===== src/pkg/kbiu_pkg.sv =====
// constants, bus carrier and state types for the keypad interrupt unit
// assumes one 10 MHz bus clock and a synchronous active-low reset
package kbiu_pkg;

	// clock rate, for reference by anything that turns times into counts
	localparam int unsigned KBIU_CLOCK_HZ = 10_000_000;

	localparam int unsigned KBIU_PINS = 8;
	localparam int unsigned KBIU_AW   = 8;
	localparam int unsigned KBIU_DW   = 8;

	// register offsets on the plain register port
	localparam logic [KBIU_AW-1:0] KBIU_OFS_STATUS_CONTROL = 8'h00;
	localparam logic [KBIU_AW-1:0] KBIU_OFS_PIN_ENABLE     = 8'h01;

	// key_status_control field positions
	localparam int unsigned KBIU_BIT_SENSITIVITY = 0;
	localparam int unsigned KBIU_BIT_MASK        = 1;
	localparam int unsigned KBIU_BIT_ACK         = 2;
	localparam int unsigned KBIU_BIT_PENDING     = 3;

	// reset values
	localparam logic [KBIU_PINS-1:0] KBIU_RST_PIN_ENABLE = 8'h00;
	localparam logic                 KBIU_RST_SENS       = 1'b0;
	localparam logic                 KBIU_RST_MASK       = 1'b0;
	localparam logic                 KBIU_RST_REQUEST    = 1'b0;
	localparam logic [KBIU_PINS-1:0] KBIU_RST_SYNC       = 8'hFF;
	localparam logic [KBIU_DW-1:0]   KBIU_RST_RDATA      = 8'h00;

	// sensitivity encodings
	localparam logic KBIU_SENS_EDGE       = 1'b0;
	localparam logic KBIU_SENS_EDGE_LEVEL = 1'b1;

	// vector location the cpu uses for this request
	localparam logic [15:0] KBIU_VECTOR_HIGH = 16'hFFE0;
	localparam logic [15:0] KBIU_VECTOR_LOW  = 16'hFFE1;

	typedef struct packed {
		logic [KBIU_AW-1:0] addr;
		logic [KBIU_DW-1:0] wdata;
		logic               wr;
		logic               rd;
	} kbiu_bus_t;

	typedef struct packed {
		logic [KBIU_PINS-1:0] stage1;
		logic [KBIU_PINS-1:0] stage2;
	} kbiu_sync_state_t;

	typedef struct packed {
		logic [KBIU_PINS-1:0] pin_enable;
		logic                 sensitivity;
		logic                 mask;
		logic                 request;
		logic                 ack_seen;
		logic                 none_low;
		logic [KBIU_DW-1:0]   rdata;
		logic                 irq;
		logic                 wake;
	} kbiu_state_t;

endpackage


===== src/design/kbiu_sync.sv =====
// two-flop synchroniser for the eight key pins
// assumes pins idle high; resets to all high so no edge follows reset
`timescale 1ns/1ns
module kbiu_sync
	import kbiu_pkg::*;
(
	input  wire logic                 clock,
	input  wire logic                 resetn,
	input  wire logic [KBIU_PINS-1:0] pins_raw,
	output      logic [KBIU_PINS-1:0] pins_sync
);

	kbiu_sync_state_t sync_ff;
	kbiu_sync_state_t nxt_sync;

	always_comb begin
		nxt_sync = sync_ff;
		nxt_sync.stage1 = pins_raw;
		// first stage feeds only the second stage
		nxt_sync.stage2 = sync_ff.stage1;
	end

	always_ff @(posedge clock) begin
		if (!resetn) begin
			sync_ff <= {KBIU_RST_SYNC, KBIU_RST_SYNC};
		end else begin
			sync_ff <= nxt_sync;
		end
	end

	assign pins_sync = sync_ff.stage2;

endmodule


===== src/design/kbiu_top.sv =====
// keypad interrupt unit: pin enables, request latch, mask and flag
// assumes pin inputs idle high, a one-cycle vector fetch pulse from
// the cpu, and break state and break-clear enable from the system unit
//
// Function
// eight port pins share one mask and request
// each enable bit selects its pin independently
// enabled pin also gets its pullup turned on
// latch when an enabled pin falls, all high before
// edge mode ignores falls while another pin low
// level mode holds request while any pin low
// level mode clears after acknowledge and all high
// edge mode acknowledge clears request at once
// vector fetch acknowledges and clears the request
// acknowledge bit write-one, reads zero, reset clear
// falls after acknowledge latch a new request
// unmasked request makes cpu use vector FFE0/FFE1
// mask bit blocks request to cpu, reset clear
// pending flag shows latch regardless of mask
// reset clears request and sensitivity despite low pin
// sensitivity one: edges and levels; zero: edges
// enable forces pin input; reads still need direction
// status bits seven to four read zero
// reset clears all pin enable bits
// software masks, enables, acknowledges, then unmasks
// software delays level-mode acknowledge for pullup charge
// software may drive pins high before enabling
// active in wait and stop, request wakes mcu
// break blocks acknowledge writes unless break-clear set
// vector fetch is a pulse; pins synchronised first
`timescale 1ns/1ns
module kbiu_top
	import kbiu_pkg::*;
(
	input  wire logic                 clock,
	input  wire logic                 resetn,
	input  wire kbiu_bus_t            bus,
	output      logic [KBIU_DW-1:0]   rdata,
	input  wire logic [KBIU_PINS-1:0] port_a_pins,
	input  wire logic                 vector_fetch_ack,
	input  wire logic                 break_active,
	input  wire logic                 break_clear_enable,
	output      logic [KBIU_PINS-1:0] pullup_enable,
	output      logic [KBIU_PINS-1:0] force_input,
	output      logic                 cpu_irq,
	output      logic                 wake_request
);

	kbiu_state_t          st_ff;
	kbiu_state_t          nxt_st;
	logic [KBIU_PINS-1:0] pins_sync;
	logic                 any_low;
	logic                 fall_event;
	logic                 wr_status;
	logic                 wr_enable;
	logic                 sw_ack;
	logic                 ack;
	logic                 ack_blocked;

	kbiu_sync u_sync (
		.clock     (clock),
		.resetn    (resetn),
		.pins_raw  (port_a_pins),
		.pins_sync (pins_sync)
	);

	// only enabled pins take part; disabled pins count as high
	assign any_low    = |(~pins_sync & st_ff.pin_enable);
	// a fall counts only when no enabled pin was low the cycle before
	assign fall_event = any_low && st_ff.none_low;

	assign wr_status = bus.wr && (bus.addr == KBIU_OFS_STATUS_CONTROL);
	assign wr_enable = bus.wr && (bus.addr == KBIU_OFS_PIN_ENABLE);

	// acknowledge writes are held off while break protects the latch
	assign ack_blocked = break_active && !break_clear_enable;
	assign sw_ack = wr_status && bus.wdata[KBIU_BIT_ACK] && !ack_blocked;
	// vector fetch is not subject to the break hold-off
	assign ack = sw_ack || vector_fetch_ack;

	always_comb begin
		nxt_st = st_ff;
		nxt_st.none_low = !any_low;

		if (wr_enable) begin
			nxt_st.pin_enable = bus.wdata[KBIU_PINS-1:0];
		end
		if (wr_status) begin
			nxt_st.sensitivity = bus.wdata[KBIU_BIT_SENSITIVITY];
			nxt_st.mask        = bus.wdata[KBIU_BIT_MASK];
		end

		if (fall_event) begin
			// a new fall wins over an acknowledge in the same cycle
			nxt_st.request  = 1'b1;
			nxt_st.ack_seen = 1'b0;
		end else if (st_ff.sensitivity == KBIU_SENS_EDGE_LEVEL) begin
			if (any_low) begin
				nxt_st.request  = 1'b1;
				nxt_st.ack_seen = st_ff.ack_seen || ack;
			end else if (ack || st_ff.ack_seen) begin
				// ack and release may come in either order
				nxt_st.request  = 1'b0;
				nxt_st.ack_seen = 1'b0;
			end
		end else if (ack) begin
			nxt_st.request  = 1'b0;
			nxt_st.ack_seen = 1'b0;
		end

		// read data stand one cycle, zero otherwise
		nxt_st.rdata = KBIU_RST_RDATA;
		if (bus.rd) begin
			unique case (bus.addr)
				KBIU_OFS_STATUS_CONTROL: begin
					nxt_st.rdata[KBIU_BIT_PENDING]     = st_ff.request;
					nxt_st.rdata[KBIU_BIT_SENSITIVITY] = st_ff.sensitivity;
					nxt_st.rdata[KBIU_BIT_MASK]        = st_ff.mask;
					// acknowledge and bits seven to four stay zero
					nxt_st.rdata[KBIU_BIT_ACK] = 1'b0;
				end
				KBIU_OFS_PIN_ENABLE: begin
					nxt_st.rdata = st_ff.pin_enable;
				end
				default: begin
					nxt_st.rdata = KBIU_RST_RDATA;
				end
			endcase
		end

		// no clock gating here, so wait and stop leave the unit running
		nxt_st.irq  = nxt_st.request && !nxt_st.mask;
		nxt_st.wake = nxt_st.request && !nxt_st.mask;
	end

	always_ff @(posedge clock) begin
		if (!resetn) begin
			st_ff.pin_enable  <= KBIU_RST_PIN_ENABLE;
			st_ff.sensitivity <= KBIU_RST_SENS;
			st_ff.mask        <= KBIU_RST_MASK;
			st_ff.request     <= KBIU_RST_REQUEST;
			st_ff.ack_seen    <= 1'b0;
			st_ff.none_low    <= 1'b1;
			st_ff.rdata       <= KBIU_RST_RDATA;
			st_ff.irq         <= 1'b0;
			st_ff.wake        <= 1'b0;
		end else begin
			st_ff <= nxt_st;
		end
	end

	// pullup and direction override follow the registered enables;
	// reading the pin level stays the port logic's job
	assign pullup_enable = st_ff.pin_enable;
	assign force_input   = st_ff.pin_enable;
	assign cpu_irq       = st_ff.irq;
	assign wake_request  = st_ff.wake;
	assign rdata         = st_ff.rdata;

	logic was_rd_status;
	always_ff @(posedge clock) begin
		if (!resetn) begin
			was_rd_status <= 1'b0;
		end else begin
			was_rd_status <= bus.rd && (bus.addr == KBIU_OFS_STATUS_CONTROL);
		end
	end

	logic was_rd_enable;
	always_ff @(posedge clock) begin
		if (!resetn) begin
			was_rd_enable <= 1'b0;
		end else begin
			was_rd_enable <= bus.rd && (bus.addr == KBIU_OFS_PIN_ENABLE);
		end
	end
endmodule


===== config.mk =====
export PLATFORM = sky130hd
export DESIGN_NAME = kbiu_top
export DESIGN_NICKNAME = d
export VERILOG_FILES = /design/src/pkg/kbiu_pkg.sv /design/src/design/kbiu_sync.sv /design/src/design/kbiu_top.sv
export SDC_FILE = /design/constraint.sdc
export NUM_CORES = 1
export LEC_CHECK = 0
export ABC_CLOCK_PERIOD_IN_PS = 3250
export BUFFER_PORTS_ARGS = -buffer_cell sky130_fd_sc_hd__buf_2
export CAP_MARGIN = 0
export CORE_UTILIZATION = 52
export DETAILED_ROUTE_END_ITERATION = 10
export PLACE_DENSITY = 0.84
export SETUP_SLACK_MARGIN = 0.1
export SLEW_MARGIN = 20
export SYNTH_ARGS = -nofsm -noshare
export SYNTH_HDL_FRONTEND = slang
export SYNTH_HIERARCHICAL = 1
export SYNTH_SLANG_ARGS = --single-unit

===== constraint.sdc =====
create_clock -name clock -period 3.25 [get_ports clock]
set_input_delay 0 -clock clock [delete_from_list [all_inputs] [get_ports clock]]
set_output_delay 0 -clock clock [all_outputs]
set_load 0.01 [all_outputs]

==> metrics.cfg, run 1 <==
[setup_path]
crit_fanout = 5
cp-start-kind = flip-flop
arrival_ns = 1.71
cp.required_ns = 3.51
cp-end-kind = flip-flop
critPathKind = flip-flop to flip-flop

[die]
rows = 19
io_pins = 57
fp.dieW_um = 56.5
start_util_pct = 55.6
dieHeight_um = 56.5
dieArea_um2 = 3200
core_um2 = 2780

[clock_network]
cts_tree = yes
clock-sinks = 38
cts-htree-levels = 2
path_clk_slew_ns = 0.12
cts_buffers = 5
clockBufferDepth = 2
clockRootBuffer = clkbuf_4
worstSkewPairLatency_ns = 0.33

[yosys]
ys.warnings.count = 6
ys_ff_latch = 38
synthCells = 148
syn-cell-area_um2 = 1550
async_flop_share_pct = 0
syn-num-nets = 179
synth_top_area_share_pct = 49.2
netlist-cell-type-count = 30
synth_top_cell_by_area = dfxtp_1
synth-main-ff-cell = dfxtp_1
synth_edf_count = 0
seq_area_frac_synth_pct = 49.2
synthTopCellsByArea = dfxtp_1 49%, buf_4 12%, mux2i_1 6.5%, nand2b_1 6.5%, nor2b_1 4.0%
syn_area_per_cell_um2 = 10.4

[grt]
gr-usage-all-layers_pct = 18.3
top_usage_layer = met2
grt_first_pass_wirelength_um = 4510
antenna_found_initial = 0
use_met3_pct = 5.07
use_met2_pct = 34.1
grt_pass1_vias = 1083
grtUsageMet1_pct = 19.2
grt_max_degree = 33
grt_overflow = 0

[layout]
nNetsFinal = 232
syn2layout_area_growth_pct = 24.3
stdcell_count = 233
fin_area_um2 = 1920
diodes = 0
final_core_util_pct = 69.1
drive_gt1_share_pct = 35.1

[power_and_ir_drop]
p_comb_share_pct = 6.9
seq_power_share_pct = 56.0
total_power_mw = 0.851
p_int_mw = 0.673
pwr-share-clk_pct = 37.0
power.leakage_nw = 0.920
ir_worst_vdd_mv = 0.422
p_per_area_nw_per_um2 = 443
p_switching_mw = 0.177
p_sw_share_pct = 20.9

[routing]
drcViolationCount = 0
ant_nets = 0
vias = 1138
via_per_inst = 4.88
drt_pass1_iterations = 4
drt-wirelength-per-cell_um = 12.0
drtIter0Drc = 24
drt-total-wl_um = 2790

[sta]
fmax_ghz = 0.692
setup_viol = 0
fin_skew_ns = 0.00987
layout_setup_ws_ns = 1.80
tns_ns = 0
slew_viol_final = 0
tightest_slew_ns = 0.514
holdWs_ns = 0.0194
finalHoldViolations = 0
rsz0062_at_grt = no
slew_headroom_pct = 65.2
period_minus_slack_ns = 1.45
period_share_pct = 44.5

[placement]
dpl_worst_slack_ns = 1.81
place_inst = 208
io_buffers = 56
gp_congestion = 0.742
dp_hpwl_um = 1940
placed_area_um2 = 1670

[run_status]
status = complete, no violations

[hold_path]
min_path_type = primary input to flip-flop

[flow_run]
drv_cap = 0

final timing paths:
check | from | end | slack, ns | depth (start not counted)
worst min-delay path | bus[0] | rdata[6] | 0.02 | 3
worst min register to register | u_sync/nxt_sync[5] | u_sync/pins_sync[5] | 0.42 | 1
worst max-delay path | force_input[0] | st_ff[11] | 1.80 | 4
worst max register to register | force_input[0] | st_ff[11] | 1.80 | 4
worst max-delay path, stage by stage (launching register included):
cell       delay (ns)
dfxtp_1          0.37
nand2b_1         0.08
o2111ai_1        0.20
or4_1            0.56
a21oi_1          0.16
cell usage in the layout (no fill, tap or decap):
cell,synthesis,layout
o21a_1,1,1
bufinv_16,0,1
nor2b_1,10,10
dlygate4sd3_1,0,17
buf_2,1,56
or2b_1,5,5
inv_1,6,6
nor2_1,1,1
and2_4,1,1
o2111ai_1,1,1
nor4_4,1,1
clkinvlp_4,0,2
nand4_1,2,2
o311ai_0,1,1
o22ai_1,2,2
a22o_1,3,3
and2_1,3,3
or4_1,1,1
nand2b_1,16,16
nor2_2,1,1
clkbuf_4,0,5
nand2_1,5,5
nor3_1,3,3
nand3_2,2,2
nor4b_1,1,1
nor4_2,1,1
a41oi_1,1,1
o31ai_1,2,2
dfxtp_1,38,38
a21oi_1,2,2
mux2_4,1,1
mux2i_1,10,10
cells by family (layout without fill, tap and decap cells):
family / count (synthesis) / after routing / synth area share [%]
AND/OR/NAND/NOR: 53 / 53 / 22.9
multiplexers: 11 / 11 / 7.44
AO/OA/AOI/OAI: 13 / 13 / 6.31
flip-flops: 38 / 38 / 49.2
buffers and inverters: 33 / 87 / 14.2
layer usage:
metal	up-vias	part of all wire [%]
met5	-	0
met4	0	1.1
met3	4	6.0
met1	521	40
met2	40	53
li1	573	-
cells in the mapped netlist, types with 2 or more instances:
cell type  number
o31ai_1         2
nand2b_1       16
a21oi_1         2
inv_1           6
or2b_1          5
a22o_1          3
nor2b_1        10
nand2_1         5
o22ai_1         2
and2_1          3
mux2i_1        10
nand4_1         2
nand3_2         2
nor3_1          3
dfxtp_1        38
buf_4          25
registers in the layout (all words and copies together) (netlist names):
| register | cells |
|---|---|
| force_input | 8 |
| rdata | 8 |
| u_sync/nxt_sync | 8 |
| u_sync/pins_sync | 8 |
| st_ff | 5 |
| wake_request | 1 |
power groups by stage:
stage,Combinational [mW],Sequential (mW),Clock [mW]
floorplan,0.0187,0.487,0
global placement,0.0417,0.487,0
detailed placement,0.0426,0.487,0
CTS,0.0584,0.477,0.320
global route,0.0648,0.478,0.345
finish,0.0588,0.477,0.315
layout make-up:
type                            count  area (um2)
Sequential cell                    38         761
Inverter                            6        22.5
Clock buffer                        5        37.5
Fill cell                         200         860
Tap cell                           31        38.8
Multi-Input combinational cell     77         567
Timing Repair Buffer               73         450
Clock inverter                      3        45.0
timing repair:
item | in CTS | in global routing
setup endpoints to repair | 0 | 0
resized for setup | 0 | 0
buffers inserted | 0 | 0
hold buffers | 17 | 0
endpoints found under the hold margin | 19 | 0
No activity file was read; power rests on OpenSTA's default activity.
==> inputs of run 2 (changes only) <==
- ABC_CLOCK_PERIOD_IN_PS: 3250 -> 1200
- CORE_UTILIZATION: 52 -> 43
- PLACE_DENSITY: 0.84 -> 0.74
- clock period: 3.25 -> 1.2 ns (I/O delays scaled with it)
==> run 2 against run 1 <==
The flow now finishes with violations (hold timing, setup timing). Clock power increased by 110%. Global-route usage is 0.56 points lower. Flip-flop and latch count unchanged. Register-to-register slack lost 1.8 ns. Largest cell class unchanged. Core utilization is 5.2 points lower. Setup slack lost 1.8 ns.
==> metrics.cfg, run 2 (synthesis results as in run 1) <==
[setup_path]
r2r-start = force_input[7]
cp-end-kind = flip-flop
r2r_setup_slack_ns = -0.01  ; -1.81 ns
cp-start-kind = flip-flop
crit_fanout = 4  ; -1
critPathKind = flip-flop to flip-flop
startpoint = force_input[7]
worst-r2r-cell-count = 4  ; unchanged
cp.required_ns = 1.49  ; -2.02 ns
r2r-end = st_ff[11]
arrival_ns = 1.50  ; -0.21 ns

[clock_network]
path_clk_slew_ns = 0.11  ; about the same
cts_buffers = 5  ; unchanged
cts-htree-levels = 2  ; unchanged
clockRootBuffer = clkbuf_4
clock-sinks = 38  ; unchanged
worstSkewPairLatency_ns = 0.35  ; +0.02 ns
clockBufferDepth = 2  ; unchanged
cts_tree = yes

[layout]
diodes = 0  ; unchanged
fin_area_um2 = 2160  ; +13%
seqCellArea_um2 = 767  ; +0.82%
drive_gt1_share_pct = 46.2  ; +11 points
multiInputGateArea_um2 = 653  ; +15%
fillers = 294  ; +47%
final_core_util_pct = 63.9  ; -5.2 points
layout_common_cells = 56 x buf_2, 33 x dfxtp_1, 20 x dlygate4sd3_1
final_common_cell = buf_2
nNetsFinal = 251  ; +8.2%
syn2layout_area_growth_pct = 40.0

[die]
core_um2 = 3390  ; +22%
io_pins = 57  ; unchanged
dieHeight_um = 62.0  ; +9.6%
start_util_pct = 45.6  ; -10 points
fp.dieW_um = 62.0  ; +9.6%
rows = 21  ; +2
dieArea_um2 = 3840  ; +20%

[routing]
vias = 1202  ; +5.6%
via_per_inst = 4.50  ; -7.8%
drt-total-wl_um = 3030  ; +8.3%
drcViolationCount = 0  ; unchanged
drt_pass1_iterations = 4  ; unchanged
drt-wirelength-per-cell_um = 11.3  ; -5.5%
drtIter0Drc = 52  ; +120%
ant_nets = 0  ; unchanged

[sta]
holdWs_ns = -0.0127  ; -0.0321 ns
tns_ns = -0.0111  ; -0.0111 ns
period_minus_slack_ns = 1.21  ; -0.235 ns
rsz0062_at_grt = yes
slew_viol_final = 0  ; unchanged
finalHoldViolations = 1  ; +1
setup_viol = 1  ; +1
fin_skew_ns = 0.0114  ; +0.00148 ns
fmax_ghz = 0.826  ; +19%
tightest_slew_ns = 0.313  ; -0.201 ns
layout_setup_ws_ns = -0.0111  ; -1.81 ns
slew_headroom_pct = 78.9  ; +14 points
period_share_pct = 101  ; +56 points

[hold_path]
min_path_type = primary input to flip-flop
whs_endpoint = st_ff[11]
min_path_cells = 3  ; unchanged
min_from = resetn

[placement]
io_buffers = 56  ; unchanged
gp_congestion = 0.821  ; +11%
dpl_worst_slack_ns = -0.0527  ; -1.86 ns
placed_area_um2 = 1810  ; +8.5%
dp_hpwl_um = 2170  ; +11%

[grt]
gr-usage-all-layers_pct = 17.8  ; -0.56 points
grt_first_pass_wirelength_um = 4750  ; +5.5%
grt_pass1_vias = 1155  ; +6.6%
antenna_found_initial = 0  ; unchanged
grt_overflow = 0  ; unchanged
grt_max_degree = 25  ; -24%

[flow_run]
drv_cap = 0  ; unchanged

[run_status]
status = finished, violations left
violations = hold timing, setup timing

[power_and_ir_drop]
p_per_area_nw_per_um2 = 991  ; +120%
ir_worst_vdd_mv = 0.678  ; +60%
power.leakage_nw = 1.04  ; +13%

-- run 2: where the power goes --
part / leakage, nW / internal, mW / switching, mW
registers: 0.312 / 1.29 / 0.00864
logic: 0.696 / 0.116 / 0.0666
clock network: 0.0353 / 0.284 / 0.385
-- run 2: layout make-up --
type                    count  share of cell area [%]
repair buffers             92                    27.9
clock inverters             1                   0.231
clock buffers               7                    2.54
flip-flops and latches     38                    35.4
well taps                  46                    2.66
inverters                   6                    1.04
multi-input cells          77                    30.2
-- run 2: per-stage QoR --
stage	cells	power, mW
6_report	267	2.15
5_1_grt	267	2.24
4_1_cts	263	2.16
3_5_place_dp	236	1.45
3_3_place_gp	236	1.44
2_1_floorplan	148	1.37
-- run 2: worst max path at each step --
stage	slack, ns	end	cells after the start
after floorplan	0.08	st_ff[11]	4
after global placement	-0.03	force_input[7]	6
after detailed placement	-0.05	force_input[1]	6
after CTS	0.004	st_ff[11]	4
after global routing	-0.05	st_ff[11]	4
final	-0.01	st_ff[11]	4
-- run 2: what timing repair did --
item,4_1_cts,5_1_grt
setup buffers,1,2
cloned,0,0
endpoints found under the hold margin,25,2
pin swaps,1,3
endpoints found under the setup margin,3,3
gates resized for setup,8,7
hold buffers,18,2
-- run 2: layer usage --
| layer | part of all wire (%) | global-route usage, % | wire length [um] |
|---|---|---|---|
| met1 | 41 | 18.2 | 1240 |
| met5 | 0 | 0 | 0 |
| met4 | 1.9 | 9.21 | 57 |
| met2 | 51 | 31.2 | 1550 |
| met3 | 5.9 | 7.04 | 180 |
-- run 2: critical path: stages, from the launching register on --
cell     delay (ns)
dfxtp_2        0.34
inv_2          0.09
o22ai_4        0.10
or4_1          0.51
a21oi_1        0.13
==> inputs of run 3 (changes only) <==
- CORE_ASPECT_RATIO: unset -> 1.25
==> run 3 against run 2 <==
The flow finishes with violations (setup timing). Non-clock buffer count fell by 8. Core utilization is 3.2 points lower. Clock power up 57%. Flip-flop and latch count is the same. Clock skew down 0.0069 ns. Wire length decreased by 2.6%. Critical path depth stayed put. Combinational power is 11% lower.
==> metrics.cfg, run 3 (synthesis results as in run 1) <==
[sta]
fmax_ghz = 0.813  ; -1.5%
slew_viol_final = 0  ; unchanged
tightest_slew_ns = 0.303  ; -0.0107 ns
layout_setup_ws_ns = -0.0297  ; -0.0187 ns
holdWs_ns = 0.00971  ; +0.0224 ns
rsz0062_at_grt = yes
fin_skew_ns = 0.00445  ; -0.00690 ns
setup_viol = 1  ; unchanged
tns_ns = -0.0297  ; -0.0187 ns
period_share_pct = 102  ; +1.6 points
period_minus_slack_ns = 1.23  ; +0.0187 ns
slew_headroom_pct = 79.6  ; +0.61 points
finalHoldViolations = 0  ; -1

[setup_path]
crit_chain = inv_2 -> o22ai_4 -> or4_1 -> a21oi_1
critPathSlowestCell = or4_1
arrival_ns = 1.45  ; -0.05 ns
cp-end-kind = flip-flop
cpPeakStageDelay_ns = 0.52  ; about the same
critPathKind = flip-flop to flip-flop
cp-start-kind = flip-flop
cp.required_ns = 1.42  ; -0.07 ns
crit_fanout = 4  ; unchanged

[grt]
grt_overflow = 0  ; unchanged
use_met3_pct = 5.25  ; -1.8 points
gr-usage-all-layers_pct = 16.2  ; -1.6 points
use_met2_pct = 29.9  ; -1.3 points
grt_pass1_vias = 1181  ; +2.3%
grtUsageMet1_pct = 14.8  ; -3.4 points
antenna_found_initial = 0  ; unchanged
grt_first_pass_wirelength_um = 4790  ; +0.72%
grt_max_degree = 27  ; +8.0%
top_usage_layer = met2

[flow_run]
drv_cap = 0  ; unchanged

[run_status]
violations = setup timing
status = finished, violations left

[power_and_ir_drop]
p_int_mw = 2.01  ; +19%
p_comb_share_pct = 6.5  ; -2.0 points
p_sw_share_pct = 20.0  ; -1.4 points
pwr-share-clk_pct = 41.9  ; +11 points
p_switching_mw = 0.502  ; +9.2%
power.leakage_nw = 1.01  ; -3.1%
seq_power_share_pct = 51.6  ; -8.7 points
p_per_area_nw_per_um2 = 1200  ; +21%
ir_worst_vdd_mv = 1.01  ; +48%
total_power_mw = 2.51  ; +17%

[clock_network]
cts_buffers = 5  ; unchanged
worstSkewPairLatency_ns = 0.29  ; -0.06 ns
clockBufferDepth = 2  ; unchanged
cts_tree = yes
clock-sinks = 38  ; unchanged
path_clk_slew_ns = 0.07  ; -0.04 ns
clockRootBuffer = clkbuf_8
cts-htree-levels = 2  ; unchanged

[placement]
io_buffers = 56  ; unchanged
place_inst = 229  ; -3.0%
gp_congestion = 0.784  ; -4.4%
dp_hpwl_um = 2170  ; +0.22%

[layout]
diodes = 0  ; unchanged
layout_common_cells = 56 x buf_2, 35 x dfxtp_1, 15 x nand2b_1
drive_gt1_share_pct = 45.5  ; -0.61 points
final_core_util_pct = 60.7  ; -3.2 points
final_common_cell = buf_2
syn2layout_area_growth_pct = 35.5
nNetsFinal = 243  ; -3.2%
stdcell_count = 252  ; -5.6%

[die]
dieHeight_um = 69.1  ; +11%
fp.dieW_um = 55.6  ; -10%
core_um2 = 3450  ; +1.9%
start_util_pct = 44.8  ; -0.84 points
io_pins = 57  ; unchanged
dieArea_um2 = 3840  ; about the same
rows = 24  ; +14%

[routing]
drcViolationCount = 0  ; unchanged
ant_nets = 0  ; unchanged
drt-wirelength-per-cell_um = 11.7  ; +3.2%
vias = 1203  ; +0.083%
via_per_inst = 4.77  ; +6.0%
drt-total-wl_um = 2950  ; -2.6%
drtIter0Drc = 18  ; -65%
drt_pass1_iterations = 4  ; unchanged

[hold_path]
min_path_type = primary input to flip-flop

run 3: per-stage QoR:
stage	worst slack, ns	area, um2
6_report	-0.0297	2100
2_1_floorplan	0.0765	1570
4_1_cts	-0.0122	2080
5_1_grt	-0.0857	2100
3_5_place_dp	-0.114	1800
3_3_place_gp	-0.0322	1800
run 3: worst paths after layout:
kind	to	slack [ns]	cells after the start	start
worst max-delay path	st_ff[11]	-0.03	4	force_input[7]
worst min-delay path	force_input[0]	0.01	3	bus[2]
worst max register to register	st_ff[11]	-0.03	4	force_input[7]
worst min register to register	u_sync/pins_sync[0]	0.40	1	u_sync/nxt_sync[0]
run 3: power groups by stage:
stage          combinational (mW)  clock, mW  sequential [mW]
2_1_floorplan              0.0520          0             1.32
3_3_place_gp                0.124          0             1.32
3_5_place_dp                0.127          0             1.32
4_1_cts                     0.163       1.07             1.29
5_1_grt                     0.178       1.13             1.30
6_report                    0.163       1.05             1.29
run 3: cell type report:
class,count,area (um2)
Timing Repair Buffer,84,526
Multi-Input combinational cell,77,621
Inverter,6,22.5
Fill cell,288,1360
Tap cell,39,48.8
Clock buffer,5,68.8
Sequential cell,38,764
Clock inverter,3,45.0
run 3: layer usage:
metal / vias to the layer above / share of wire [%] / routed length (um)
li1: 596 / - / -
met1: 552 / 36 / 1070
met2: 43 / 54 / 1610
met3: 12 / 5.7 / 168
met4: 0 / 3.5 / 104
met5: - / 0 / 0
run 3: worst max-delay path, delay by kind of cell, from the launching register on:
kind | cells | cell delay [ns]
AO/OA/AOI/OAI | 2 | 0.23
AND/OR/NAND/NOR | 1 | 0.52
buffers and inverters | 1 | 0.08
flip-flops | 1 | 0.34
run 3: repair_timing:
| action | in CTS | in global routing |
|---|---|---|
| cloned | 0 | 0 |
| endpoints found under the hold margin | 14 | 0 |
| pin swaps | 2 | 0 |
| gates resized for setup | 4 | 3 |
| endpoints found under the setup margin | 3 | 4 |
| hold buffers | 14 | 0 |
| setup buffers | 1 | 0 |
